File: src/core/ssp_pkg.sv
// Package of constants and types for the serial peripheral port.
package ssp_pkg;

    // Register byte addresses on APB.
    localparam logic [7:0] ADDR_CTRL0 = 8'h00;
    localparam logic [7:0] ADDR_CTRL2 = 8'h04;
    localparam logic [7:0] ADDR_DATA  = 8'h08;
    localparam logic [7:0] ADDR_PIN   = 8'h0c;

    // Reset values.
    localparam logic [7:0] CTRL0_RST = 8'he0;
    localparam logic [7:0] CTRL2_RST = 8'h00;
    localparam logic [7:0] DATA_RST  = 8'h00;
    localparam logic [7:0] PIN_RST   = 8'h00;

    // Field positions in serial_control_0.
    localparam int C0_MODE_LSB = 5;
    localparam int C0_TYPE     = 4;
    localparam int C0_DEB_LSB  = 2;
    localparam int C0_EN       = 1;
    localparam int C0_INCMP    = 0;

    // Field positions in serial_control_2.
    localparam int C2_IDLE  = 5;
    localparam int C2_EDGE  = 4;
    localparam int C2_ORDER = 3;
    localparam int C2_SELECT_PIN_ENABLE  = 2;
    localparam int C2_WRITE_COLLISION_FLAG  = 1;
    localparam int C2_DONE  = 0;

    // Field positions in the pin control register.
    localparam int PIN_ROUTE  = 0;
    localparam int PIN_PULLUP = 1;

    // Operating mode field codes.
    localparam logic [2:0] MODE_DIV4  = 3'h0;
    localparam logic [2:0] MODE_DIV16 = 3'h1;
    localparam logic [2:0] MODE_DIV64 = 3'h2;
    localparam logic [2:0] MODE_SUB   = 3'h3;
    localparam logic [2:0] MODE_TMR   = 3'h4;
    localparam logic [2:0] MODE_SLAVE = 3'h5;
    localparam logic [2:0] MODE_I2C   = 3'h6;

    // Half periods of the master serial clock in system cycles, less one.
    localparam logic [5:0] HALF_DIV4  = 6'h01;
    localparam logic [5:0] HALF_DIV16 = 6'h07;
    localparam logic [5:0] HALF_DIV64 = 6'h1f;

    localparam logic [3:0] BITS_PER_XFER = 4'h8;

    // Link pins seen from the device.
    typedef struct packed {
        logic sck_o;
        logic sck_oe;
        logic sdo_o;
        logic sdo_oe;
        logic scs_n_o;
        logic scs_n_oe;
        logic pullup_en;
    } ssp_pins_out_t;

    typedef enum logic [2:0] {
        ST_IDLE = 3'h1,
        ST_LEAD = 3'h2,
        ST_TRAIL = 3'h4
    } ssp_state_t;

endpackage

File: src/core/ssp_core.sv
// Serial peripheral port: APB registers, master and slave shifter.
`timescale 1ns/100ps
module ssp_core (
    // System.
    input  wire logic                  mclk,
    input  wire logic                  srst,
    // APB slave.
    input  wire logic                  psel,
    input  wire logic                  penable,
    input  wire logic                  pwrite,
    input  wire logic [7:0]            paddr,
    input  wire logic [31:0]           pwdata,
    output logic      [31:0]           prdata,
    output logic                       pready,
    output logic                       pslverr,
    // Alternate master clock sources.
    input  wire logic                  sub_clk,
    input  wire logic                  tmr_match,
    // Link inputs.
    input  wire logic                  sck_i,
    input  wire logic                  sdi_i,
    input  wire logic                  scs_n_i,
    // Link outputs.
    output ssp_pkg::ssp_pins_out_t     pins,
    output logic                       transfer_done
);
    ////////////////////////////////////////////////////////////////////////
    logic [7:0] ctrl0_q;
    logic [7:0] ctrl2_q;
    logic [7:0] data_q;
    logic [7:0] pin_q;
    logic [3:0] cnt_q;
    logic [5:0] div_q;
    logic       sck_q;
    logic       sdo_q;
    logic       cap_dly_q;
    logic       cs_hold_q;
    logic       sub_q;
    logic       tmr_q;
    logic       lsck_q;
    logic       lscs_q;
    ssp_pkg::ssp_state_t state_q;
    logic [4:0] sync_q;

    ssp_sync #(.W(5)) u_sync (
        .mclk (mclk),
        .srst (srst),
        .d    ({sck_i, sdi_i, scs_n_i, sub_clk, tmr_match}),
        .q    (sync_q)
    );

    logic s_sck, s_sdi, s_scs_n, s_sub, s_tmr;
    assign {s_sck, s_sdi, s_scs_n, s_sub, s_tmr} = sync_q;

    logic [2:0] mode;
    logic       enable, spi_sel, is_master, is_slave;
    logic       idle_lvl, edge_sel, msb_first, cs_en;
    assign mode      = ctrl0_q[ssp_pkg::C0_MODE_LSB +: 3];
    assign enable    = ctrl0_q[ssp_pkg::C0_EN];
    // SPI only when the type bit is clear and the mode is not I2C/unused.
    assign spi_sel   = !ctrl0_q[ssp_pkg::C0_TYPE] && mode <= ssp_pkg::MODE_SLAVE;
    assign is_master = spi_sel && mode < ssp_pkg::MODE_SLAVE;
    assign is_slave  = spi_sel && mode == ssp_pkg::MODE_SLAVE;
    assign idle_lvl  = !ctrl2_q[ssp_pkg::C2_IDLE];
    assign edge_sel  = ctrl2_q[ssp_pkg::C2_EDGE];
    assign msb_first = ctrl2_q[ssp_pkg::C2_ORDER];
    assign cs_en     = ctrl2_q[ssp_pkg::C2_SELECT_PIN_ENABLE];

    ////////////////////////////////////////////////////////////////////////
    // APB decode; single-cycle answer.
    logic acc, wr, rd_ok, busy;
    assign acc     = psel && penable;
    assign wr      = acc && pwrite;
    assign pready  = 1'b1;
    assign busy    = state_q != ssp_pkg::ST_IDLE;

    always_comb begin
        rd_ok  = 1'b1;
        prdata = 32'h0000_0000;
        if (paddr == ssp_pkg::ADDR_CTRL0) begin
            prdata[7:0] = ctrl0_q;
        end else if (paddr == ssp_pkg::ADDR_CTRL2) begin
            prdata[7:0] = spi_sel ? ctrl2_q : 8'h00;
        end else if (paddr == ssp_pkg::ADDR_DATA) begin
            prdata[7:0] = spi_sel ? data_q : 8'h00;
        end else if (paddr == ssp_pkg::ADDR_PIN) begin
            prdata[7:0] = pin_q;
        end else begin
            rd_ok = 1'b0;
        end
    end
    assign pslverr = acc && !rd_ok;

    logic wr_c0, wr_c2, wr_d, wr_p;
    assign wr_c0 = wr && paddr == ssp_pkg::ADDR_CTRL0;
    assign wr_c2 = wr && paddr == ssp_pkg::ADDR_CTRL2 && spi_sel;
    assign wr_d  = wr && paddr == ssp_pkg::ADDR_DATA && spi_sel;
    assign wr_p  = wr && paddr == ssp_pkg::ADDR_PIN;

    ////////////////////////////////////////////////////////////////////////
    // Edge events for master and slave.
    logic m_tick, sck_rise, sck_fall, s_lead, s_trail, src_edge;
    logic [5:0] half;
    always_comb begin
        case (mode)
            ssp_pkg::MODE_DIV4:  half = ssp_pkg::HALF_DIV4;
            ssp_pkg::MODE_DIV16: half = ssp_pkg::HALF_DIV16;
            default:             half = ssp_pkg::HALF_DIV64;
        endcase
    end
    assign src_edge = (mode == ssp_pkg::MODE_SUB) ? (s_sub != sub_q) :
                      (s_tmr && !tmr_q);
    assign m_tick = (mode <= ssp_pkg::MODE_DIV64) ? (div_q == half) : src_edge;
    assign sck_rise = s_sck && !lsck_q;
    assign sck_fall = !s_sck && lsck_q;
    // Leading edge leaves idle level; trailing returns to it.
    assign s_lead  = idle_lvl ? sck_fall : sck_rise;
    assign s_trail = idle_lvl ? sck_rise : sck_fall;

    // Edge select set captures on the leading edge at either idle level.
    logic cap_lead;
    assign cap_lead = edge_sel;

    always_ff @(posedge mclk) begin
        if (srst) begin
            sub_q  <= 1'b0;
            tmr_q  <= 1'b0;
            lsck_q <= 1'b0;
            lscs_q <= 1'b1;
        end else begin
            sub_q  <= s_sub;
            tmr_q  <= s_tmr;
            lsck_q <= s_sck;
            lscs_q <= s_scs_n;
        end
    end

    always_ff @(posedge mclk) begin
        if (srst || !is_master || state_q == ssp_pkg::ST_IDLE) begin
            div_q <= 6'h00;
        end else if (div_q == half) begin
            div_q <= 6'h00;
        end else begin
            div_q <= div_q + 6'h01;
        end
    end

    ////////////////////////////////////////////////////////////////////////
    // Shifter state machine.
    logic lead_ev, trail_ev, start, sel_act, abort;
    assign sel_act  = !cs_en || !s_scs_n;
    assign lead_ev  = is_master ? m_tick : (s_lead && sel_act);
    assign trail_ev = is_master ? m_tick : (s_trail && sel_act);
    // Master starts on data write; slave waits for the remote clock.
    assign start = enable && is_master && wr_d;
    assign abort = is_slave && cs_en && s_scs_n && !lscs_q && busy;

    logic in_bit, cap_now, shift_in, done_ev;
    assign in_bit = s_sdi;
    assign cap_now   = cap_lead ? lead_ev : trail_ev;
    assign done_ev = busy && state_q == ssp_pkg::ST_TRAIL && trail_ev &&
                     cnt_q == ssp_pkg::BITS_PER_XFER - 4'h1;

    always_ff @(posedge mclk) begin
        if (srst || !enable || !spi_sel || abort) begin
            state_q <= ssp_pkg::ST_IDLE;
            cnt_q   <= 4'h0;
        end else begin
            case (state_q)
                ssp_pkg::ST_IDLE: begin
                    if (start || (is_slave && s_lead && sel_act)) begin
                        state_q <= is_slave ? ssp_pkg::ST_TRAIL
                                            : ssp_pkg::ST_LEAD;
                        cnt_q   <= 4'h0;
                    end
                end
                ssp_pkg::ST_LEAD: begin
                    if (lead_ev) begin
                        state_q <= ssp_pkg::ST_TRAIL;
                    end
                end
                ssp_pkg::ST_TRAIL: begin
                    if (trail_ev) begin
                        if (done_ev) begin
                            state_q <= ssp_pkg::ST_IDLE;
                        end else begin
                            state_q <= ssp_pkg::ST_LEAD;
                            cnt_q   <= cnt_q + 4'h1;
                        end
                    end
                end
                default: state_q <= ssp_pkg::ST_IDLE;
            endcase
        end
    end

    // Data register: one byte shifts out while the reply shifts in.
    logic ev_cap;
    assign ev_cap = busy && cap_now &&
                    (state_q == ssp_pkg::ST_LEAD) == cap_lead ||
                    (is_slave && state_q == ssp_pkg::ST_IDLE && s_lead &&
                     sel_act && cap_lead && enable);
    // The master shifts one cycle after its capture edge, so the synchroniser
    // hands over the bit that stood before it; select stays low one cycle.
    assign shift_in = is_master ? cap_dly_q : ev_cap;
    always_ff @(posedge mclk) begin
        if (srst) begin
            cap_dly_q <= 1'b0;
            cs_hold_q <= 1'b0;
        end else begin
            cap_dly_q <= is_master && ev_cap;
            cs_hold_q <= busy;
        end
    end

    always_ff @(posedge mclk) begin
        if (srst) begin
            data_q <= ssp_pkg::DATA_RST;
        end else if (wr_d && !busy) begin
            data_q <= pwdata[7:0];
        end else if (shift_in && spi_sel && enable) begin
            // Shift in one bit per capture edge.
            if (msb_first) begin
                data_q <= {data_q[6:0], in_bit};
            end else begin
                data_q <= {in_bit, data_q[7:1]};
            end
        end
    end

    // Output bit register follows the bit at the head of the shifter.
    always_ff @(posedge mclk) begin
        if (srst) begin
            sdo_q <= 1'b0;
        end else begin
            sdo_q <= msb_first ? data_q[7] : data_q[0];
        end
    end

    // Master serial clock toggles at each tick while busy.
    always_ff @(posedge mclk) begin
        if (srst) begin
            sck_q <= 1'b1;
        end else if (!busy || !is_master) begin
            sck_q <= idle_lvl;
        end else if (m_tick && state_q != ssp_pkg::ST_IDLE) begin
            sck_q <= !sck_q;
        end
    end

    ////////////////////////////////////////////////////////////////////////
    // Control registers; hardware set wins over software clear.
    logic write_collision_flag_ev;
    assign write_collision_flag_ev = wr_d && busy;
    always_ff @(posedge mclk) begin
        if (srst) begin
            ctrl0_q <= ssp_pkg::CTRL0_RST;
        end else begin
            if (wr_c0) begin
                ctrl0_q <= pwdata[7:0];
            end
            if (abort) begin
                ctrl0_q[ssp_pkg::C0_INCMP] <= 1'b1;
            end
        end
    end

    always_ff @(posedge mclk) begin
        if (srst) begin
            ctrl2_q <= ssp_pkg::CTRL2_RST;
        end else begin
            if (wr_c2) begin
                ctrl2_q <= pwdata[7:0];
            end
            if (done_ev || abort) begin
                ctrl2_q[ssp_pkg::C2_DONE] <= 1'b1;
            end
            if (write_collision_flag_ev) begin
                ctrl2_q[ssp_pkg::C2_WRITE_COLLISION_FLAG] <= 1'b1;
            end
        end
    end

    always_ff @(posedge mclk) begin
        if (srst) begin
            pin_q <= ssp_pkg::PIN_RST;
        end else if (wr_p) begin
            pin_q <= pwdata[7:0];
        end
    end

    ////////////////////////////////////////////////////////////////////////
    // Pin drive.
    logic active;
    assign active = enable && spi_sel && pin_q[ssp_pkg::PIN_ROUTE];
    always_comb begin
        pins.sck_o    = sck_q;
        pins.sck_oe   = active && is_master;
        pins.sdo_o    = sdo_q;
        pins.sdo_oe   = active && (is_master || sel_act);
        pins.scs_n_o  = !(busy || cs_hold_q);
        pins.scs_n_oe = active && is_master && cs_en;
        pins.pullup_en = active && pin_q[ssp_pkg::PIN_PULLUP];
    end
    assign transfer_done = ctrl2_q[ssp_pkg::C2_DONE];
endmodule

File: src/core/ssp_sync.sv
// Two flip-flop synchroniser for pin inputs.
`timescale 1ns/100ps
module ssp_sync #(
    parameter int W = 1
) (
    // Clock and reset.
    input  wire logic         mclk,
    input  wire logic         srst,
    // Data.
    input  wire logic [W-1:0] d,
    output logic      [W-1:0] q
);
    logic [W-1:0] meta_q;

    always_ff @(posedge mclk) begin
        if (srst) begin
            meta_q <= '0;
            q      <= '0;
        end else begin
            meta_q <= d;
            q      <= meta_q;
        end
    end
endmodule

File: config.mk
export PLATFORM = sky130hd
export DESIGN_NAME = ssp_core
export DESIGN_NICKNAME = d
export VERILOG_FILES = /design/src/core/ssp_pkg.sv /design/src/core/ssp_core.sv /design/src/core/ssp_sync.sv
export SDC_FILE = /design/constraint.sdc
export NUM_CORES = 1
export LEC_CHECK = 0
export ABC_AREA = 1
export ABC_CLOCK_PERIOD_IN_PS = 3890
export BUFFER_PORTS_ARGS = -buffer_cell sky130_fd_sc_hd__buf_2
export CAP_MARGIN = 40
export CORE_AREA = 4 4 73 92
export CTS_BUF_LIST = sky130_fd_sc_hd__clkbuf_8
export CTS_CLUSTER_SIZE = 40
export DETAILED_ROUTE_END_ITERATION = 12
export DIE_AREA = 0 0 77 96
export PLACE_DENSITY = 0.95
export SLEW_MARGIN = 20
export SYNTH_ARGS = -nofsm -noshare
export SYNTH_HDL_FRONTEND = slang
export SYNTH_SLANG_ARGS = --single-unit
File: constraint.sdc
create_clock -name mclk -period 3.89 [get_ports mclk]
set_clock_uncertainty 0.05 [all_clocks]
set_input_delay 0.1945 -clock mclk [delete_from_list [all_inputs] [get_ports mclk]]
set_output_delay 0.1945 -clock mclk [all_outputs]
set_load 0.02 [all_outputs]
==> flow_metrics.env <==
export IMPL_p_leak_nw=1.70
export IMPL_cts_path_max_buffers=2
export IMPL_dr_total_vias=3259
export IMPL_synth_enable_flop_cells=0
export IMPL_synth_seq_cells=63
export IMPL_period_share_pct=64.0
export IMPL_crit_chain="a21oi_1 -> buf_4 -> inv_2 -> nor2_1 -> inv_1 -> o22ai_1 -> o21ai_0 -> o21ai_0 -> buf_2"
export IMPL_synth_cells=474
export IMPL_setup_viol=0
export IMPL_rr_worst_depth=9
export IMPL_htreeDepth=3
export IMPL_cp_end_kind="primary output"
export IMPL_cts_buffers=9
export IMPL_p_per_area_nw_per_um2=378
export IMPL_hold_depth=3
export IMPL_max_freq_ghz=0.402
export IMPL_hold_path_class="in2reg"
export IMPL_rsz0062_at_grt="false"
export IMPL_fp_dieH_um=96
export IMPL_cts_root_buf="clkbuf_8"
export IMPL_ctsResizeCount=0
export IMPL_worst_pin_slew_ps=709
export IMPL_via_per_inst=5.56
export IMPL_fillers=460
export IMPL_period_needed_ps=2490
export IMPL_layout_drive_gt1_share_pct=19.8
export IMPL_area_growth_pct=12.2
export IMPL_die_area_um2=7390
export IMPL_synthesis_area_um2=3370
export IMPL_cp_start_kind="flop"
export IMPL_clock_latency_ps=340
export IMPL_dr_pass1_iters=5
export IMPL_cp_arrival_ps=2240
export IMPL_critical_path_top_delay_family="buffers and inverters"
export IMPL_ys_warnings_count=0
export IMPL_cpMaxStageDelayCell="dfxtp_1"
export IMPL_cp_num_buf_inv=4
export IMPL_fin_nets=568
export IMPL_hold_path_endpoint="u_sync.meta_q[0]"
export IMPL_drc=0
export IMPL_hold_viol=0
export IMPL_clk_pin_slew_ps=70
export IMPL_placed_area_um2=3510
export IMPL_power_mw=1.43
export IMPL_synth_ff_type="dfxtp_1"
export IMPL_crit_type="reg2out"
export IMPL_grt_use_total_pct=23.1
export IMPL_cts_sinks=63
export IMPL_maxSlewHeadroom_pct=52.6
export IMPL_status="finished clean"
export IMPL_ant_nets=0
export IMPL_antenna_found_initial=0
export IMPL_crit_required_ps=3650
export IMPL_die_x_um=77
export IMPL_regToRegEndpoint="data_q[1]"
export IMPL_place_inst=569
export IMPL_post_cts_buffers=0
export IMPL_ys_types=45
export IMPL_yosysSeqAreaShare_pct=37.4
export IMPL_ios=92
export IMPL_maxSlewViolCount=0
export IMPL_reg2reg_setup_slack_ps=1530
export IMPL_syn_area_per_cell_um2=7.11
export IMPL_reg2reg_from="ctrl0_q[6]"
export IMPL_port_buffers=42
export IMPL_gp_congestion=0.890
export IMPL_globalRouteOverflowTotal=0
export IMPL_rows=31
export IMPL_antenna_cells=0
export IMPL_cts_tree="done"
export IMPL_setup_tns_ps=0
export IMPL_cp_max_fo=11
export IMPL_crit_top_cell="o21ai_0"
export IMPL_cts_hold_buf=2
export IMPL_drt_iter0_drc=395
export IMPL_wl_per_cell_um=14.2
export IMPL_grt_max_degree=27
export IMPL_max_stage_delay_ps=380
export IMPL_worst_ir_drop_vdd_mv=0.317
export IMPL_finalNonFillerCells=586
export IMPL_routed_wirelength_um=8340
export IMPL_grt_pass1_vias=3013
export IMPL_min_from="tmr_match"
export IMPL_maxCapViolations=0
export IMPL_synthArstFlopShare_pct=0
export IMPL_core_area_um2=5780
export IMPL_grt_pass1_wl_um=13600
export IMPL_start_util_pct=58.3
export IMPL_fin_area_um2=3780
export IMPL_hpwlAfterDp_um=6090
==> tightest hold or removal path, stage by stage <==
cell and delay [ps]:
buf_2 90, inv_1 40, nor2_1 30
==> cell usage after synthesis, types with 2 or more instances <==
cell type	count	area share, %
a21oi_2	5	1.3
nor3_4	2	0.97
o21ai_0	35	5.2
nor2_2	3	0.56
inv_2	15	1.7
o2111ai_1	6	1.6
buf_2	3	0.45
o211ai_1	8	1.8
a21oi_1	23	3.4
clkbuf_1	8	0.89
nor2_1	75	8.4
nor3b_1	3	0.67
nand2_1	64	7.1
dfxtp_1	63	37
o21ai_2	2	0.52
nand2_2	3	0.56
nand2_4	2	0.67
nor3_2	3	0.89
inv_1	54	6.0
conb_1	2	0.22
ha_1	2	0.74
o21ai_1	6	0.89
nand3_1	28	4.2
buf_4	27	6.0
o22ai_1	2	0.37
xor2_1	3	0.78
nor3_1	4	0.59
nand3_2	4	1.2
a31oi_1	3	0.56
==> worst max path at each step <==
| stage | start | slack [ps] | cells after the start | end |
|---|---|---|---|---|
| final | ctrl0_q[6] | 1400 | 9 | prdata[1] |
| after detailed placement | ctrl0_q[6] | 1630 | 9 | data_q[0] |
| after global routing | ctrl0_q[6] | 1220 | 9 | prdata[1] |
| after global placement | ctrl0_q[6] | 1670 | 9 | data_q[2] |
| after floorplan | ctrl0_q[6] | 2190 | 5 | prdata[0] |
| after CTS | ctrl0_q[6] | 1480 | 9 | prdata[1] |
==> layout make-up <==
type | count | area (um2) | area share, %
multi-input combinational | 326 | 1680 | 44.5
clock buffer | 11 | 151 | 4.01
clock inverter | 4 | 93.8 | 2.48
sequential | 63 | 1260 | 33.4
tap | 66 | 82.6 | 2.18
timing repair buffer | 46 | 245 | 6.49
inverter | 70 | 264 | 6.98
==> metal layers <==
metal	wire [um]	share of wire, %	GRT usage, %	vias up
met5	0	0	0	-
met4	336	4.0	13.9	0
met3	714	8.6	3.84	39
met2	4150	50	41.2	182
met1	3130	38	26.0	1473
li1	-	-	-	1565
==> through the flow <==
| stage | util [%] | worst slack [ps] | hold slack [ps] |
|---|---|---|---|
| floorplan | - | 2190 | 251 |
| global placement | 60.8 | 1670 | 343 |
| detailed placement | 60.8 | 1630 | 342 |
| CTS | 65.4 | 1480 | 1.51 |
| global route | 65.4 | 1220 | 9.13 |
| finish | 65.4 | 1400 | 10.3 |
==> power by group <==
group / leakage, nW / switching [mW] / total, mW / internal (mW)
combinational: 1.06 / 0.0561 / 0.0755 / 0.0194
clock: 0.127 / 0.245 / 0.700 / 0.455
sequential: 0.510 / 0.00236 / 0.654 / 0.651
==> logic make-up (layout without fill, tap and decap cells) <==
family          Yosys count  count (layout)  synth area share (%)
flops                    63              63                  37.4
fa+ha+maj                 2               2                 0.743
compound gates           97              97                  17.4
simple gates            198             198                  28.0
other cells               2              25                 0.223
buf+inv                 108             131                  15.2
xor+xnor                  4               4                  1.04
==> layout by cell type, fill, tap and decap left out, drive strengths merged <==
master       count
o211ai           8
conb            25
o22ai            2
xor2             3
o211a            1
nand4            1
ha               2
o2111ai          6
dlygate4sd3      2
nor3             9
nand2           69
nor3b            4
inv             70
clkinv           1
nor2            80
nor4             2
buf             44
a21o             1
a32o             1
bufinv           3
a211oi           1
o31ai            1
a21oi           28
a31oi            3
o21ai           43
or2              1
a221oi           1
xnor2            1
dfxtp           63
nand3           32
clkbuf          11
o311ai           1
==> flip-flops by register name, summed over array words and instances, names as in the netlist <==
name	count
tmr_q	1
state_q	3
ctrl0_q	8
cap_dly_q	1
cnt_q	4
ctrl2_q	8
sck_q	1
data_q	8
pin_q	8
u_sync.q	5
lsck_q	1
sdo_q	1
cs_hold_q	1
div_q	6
u_sync.meta_q	5
lscs_q	1
sub_q	1
No activity file was read; power rests on OpenSTA's default activity.
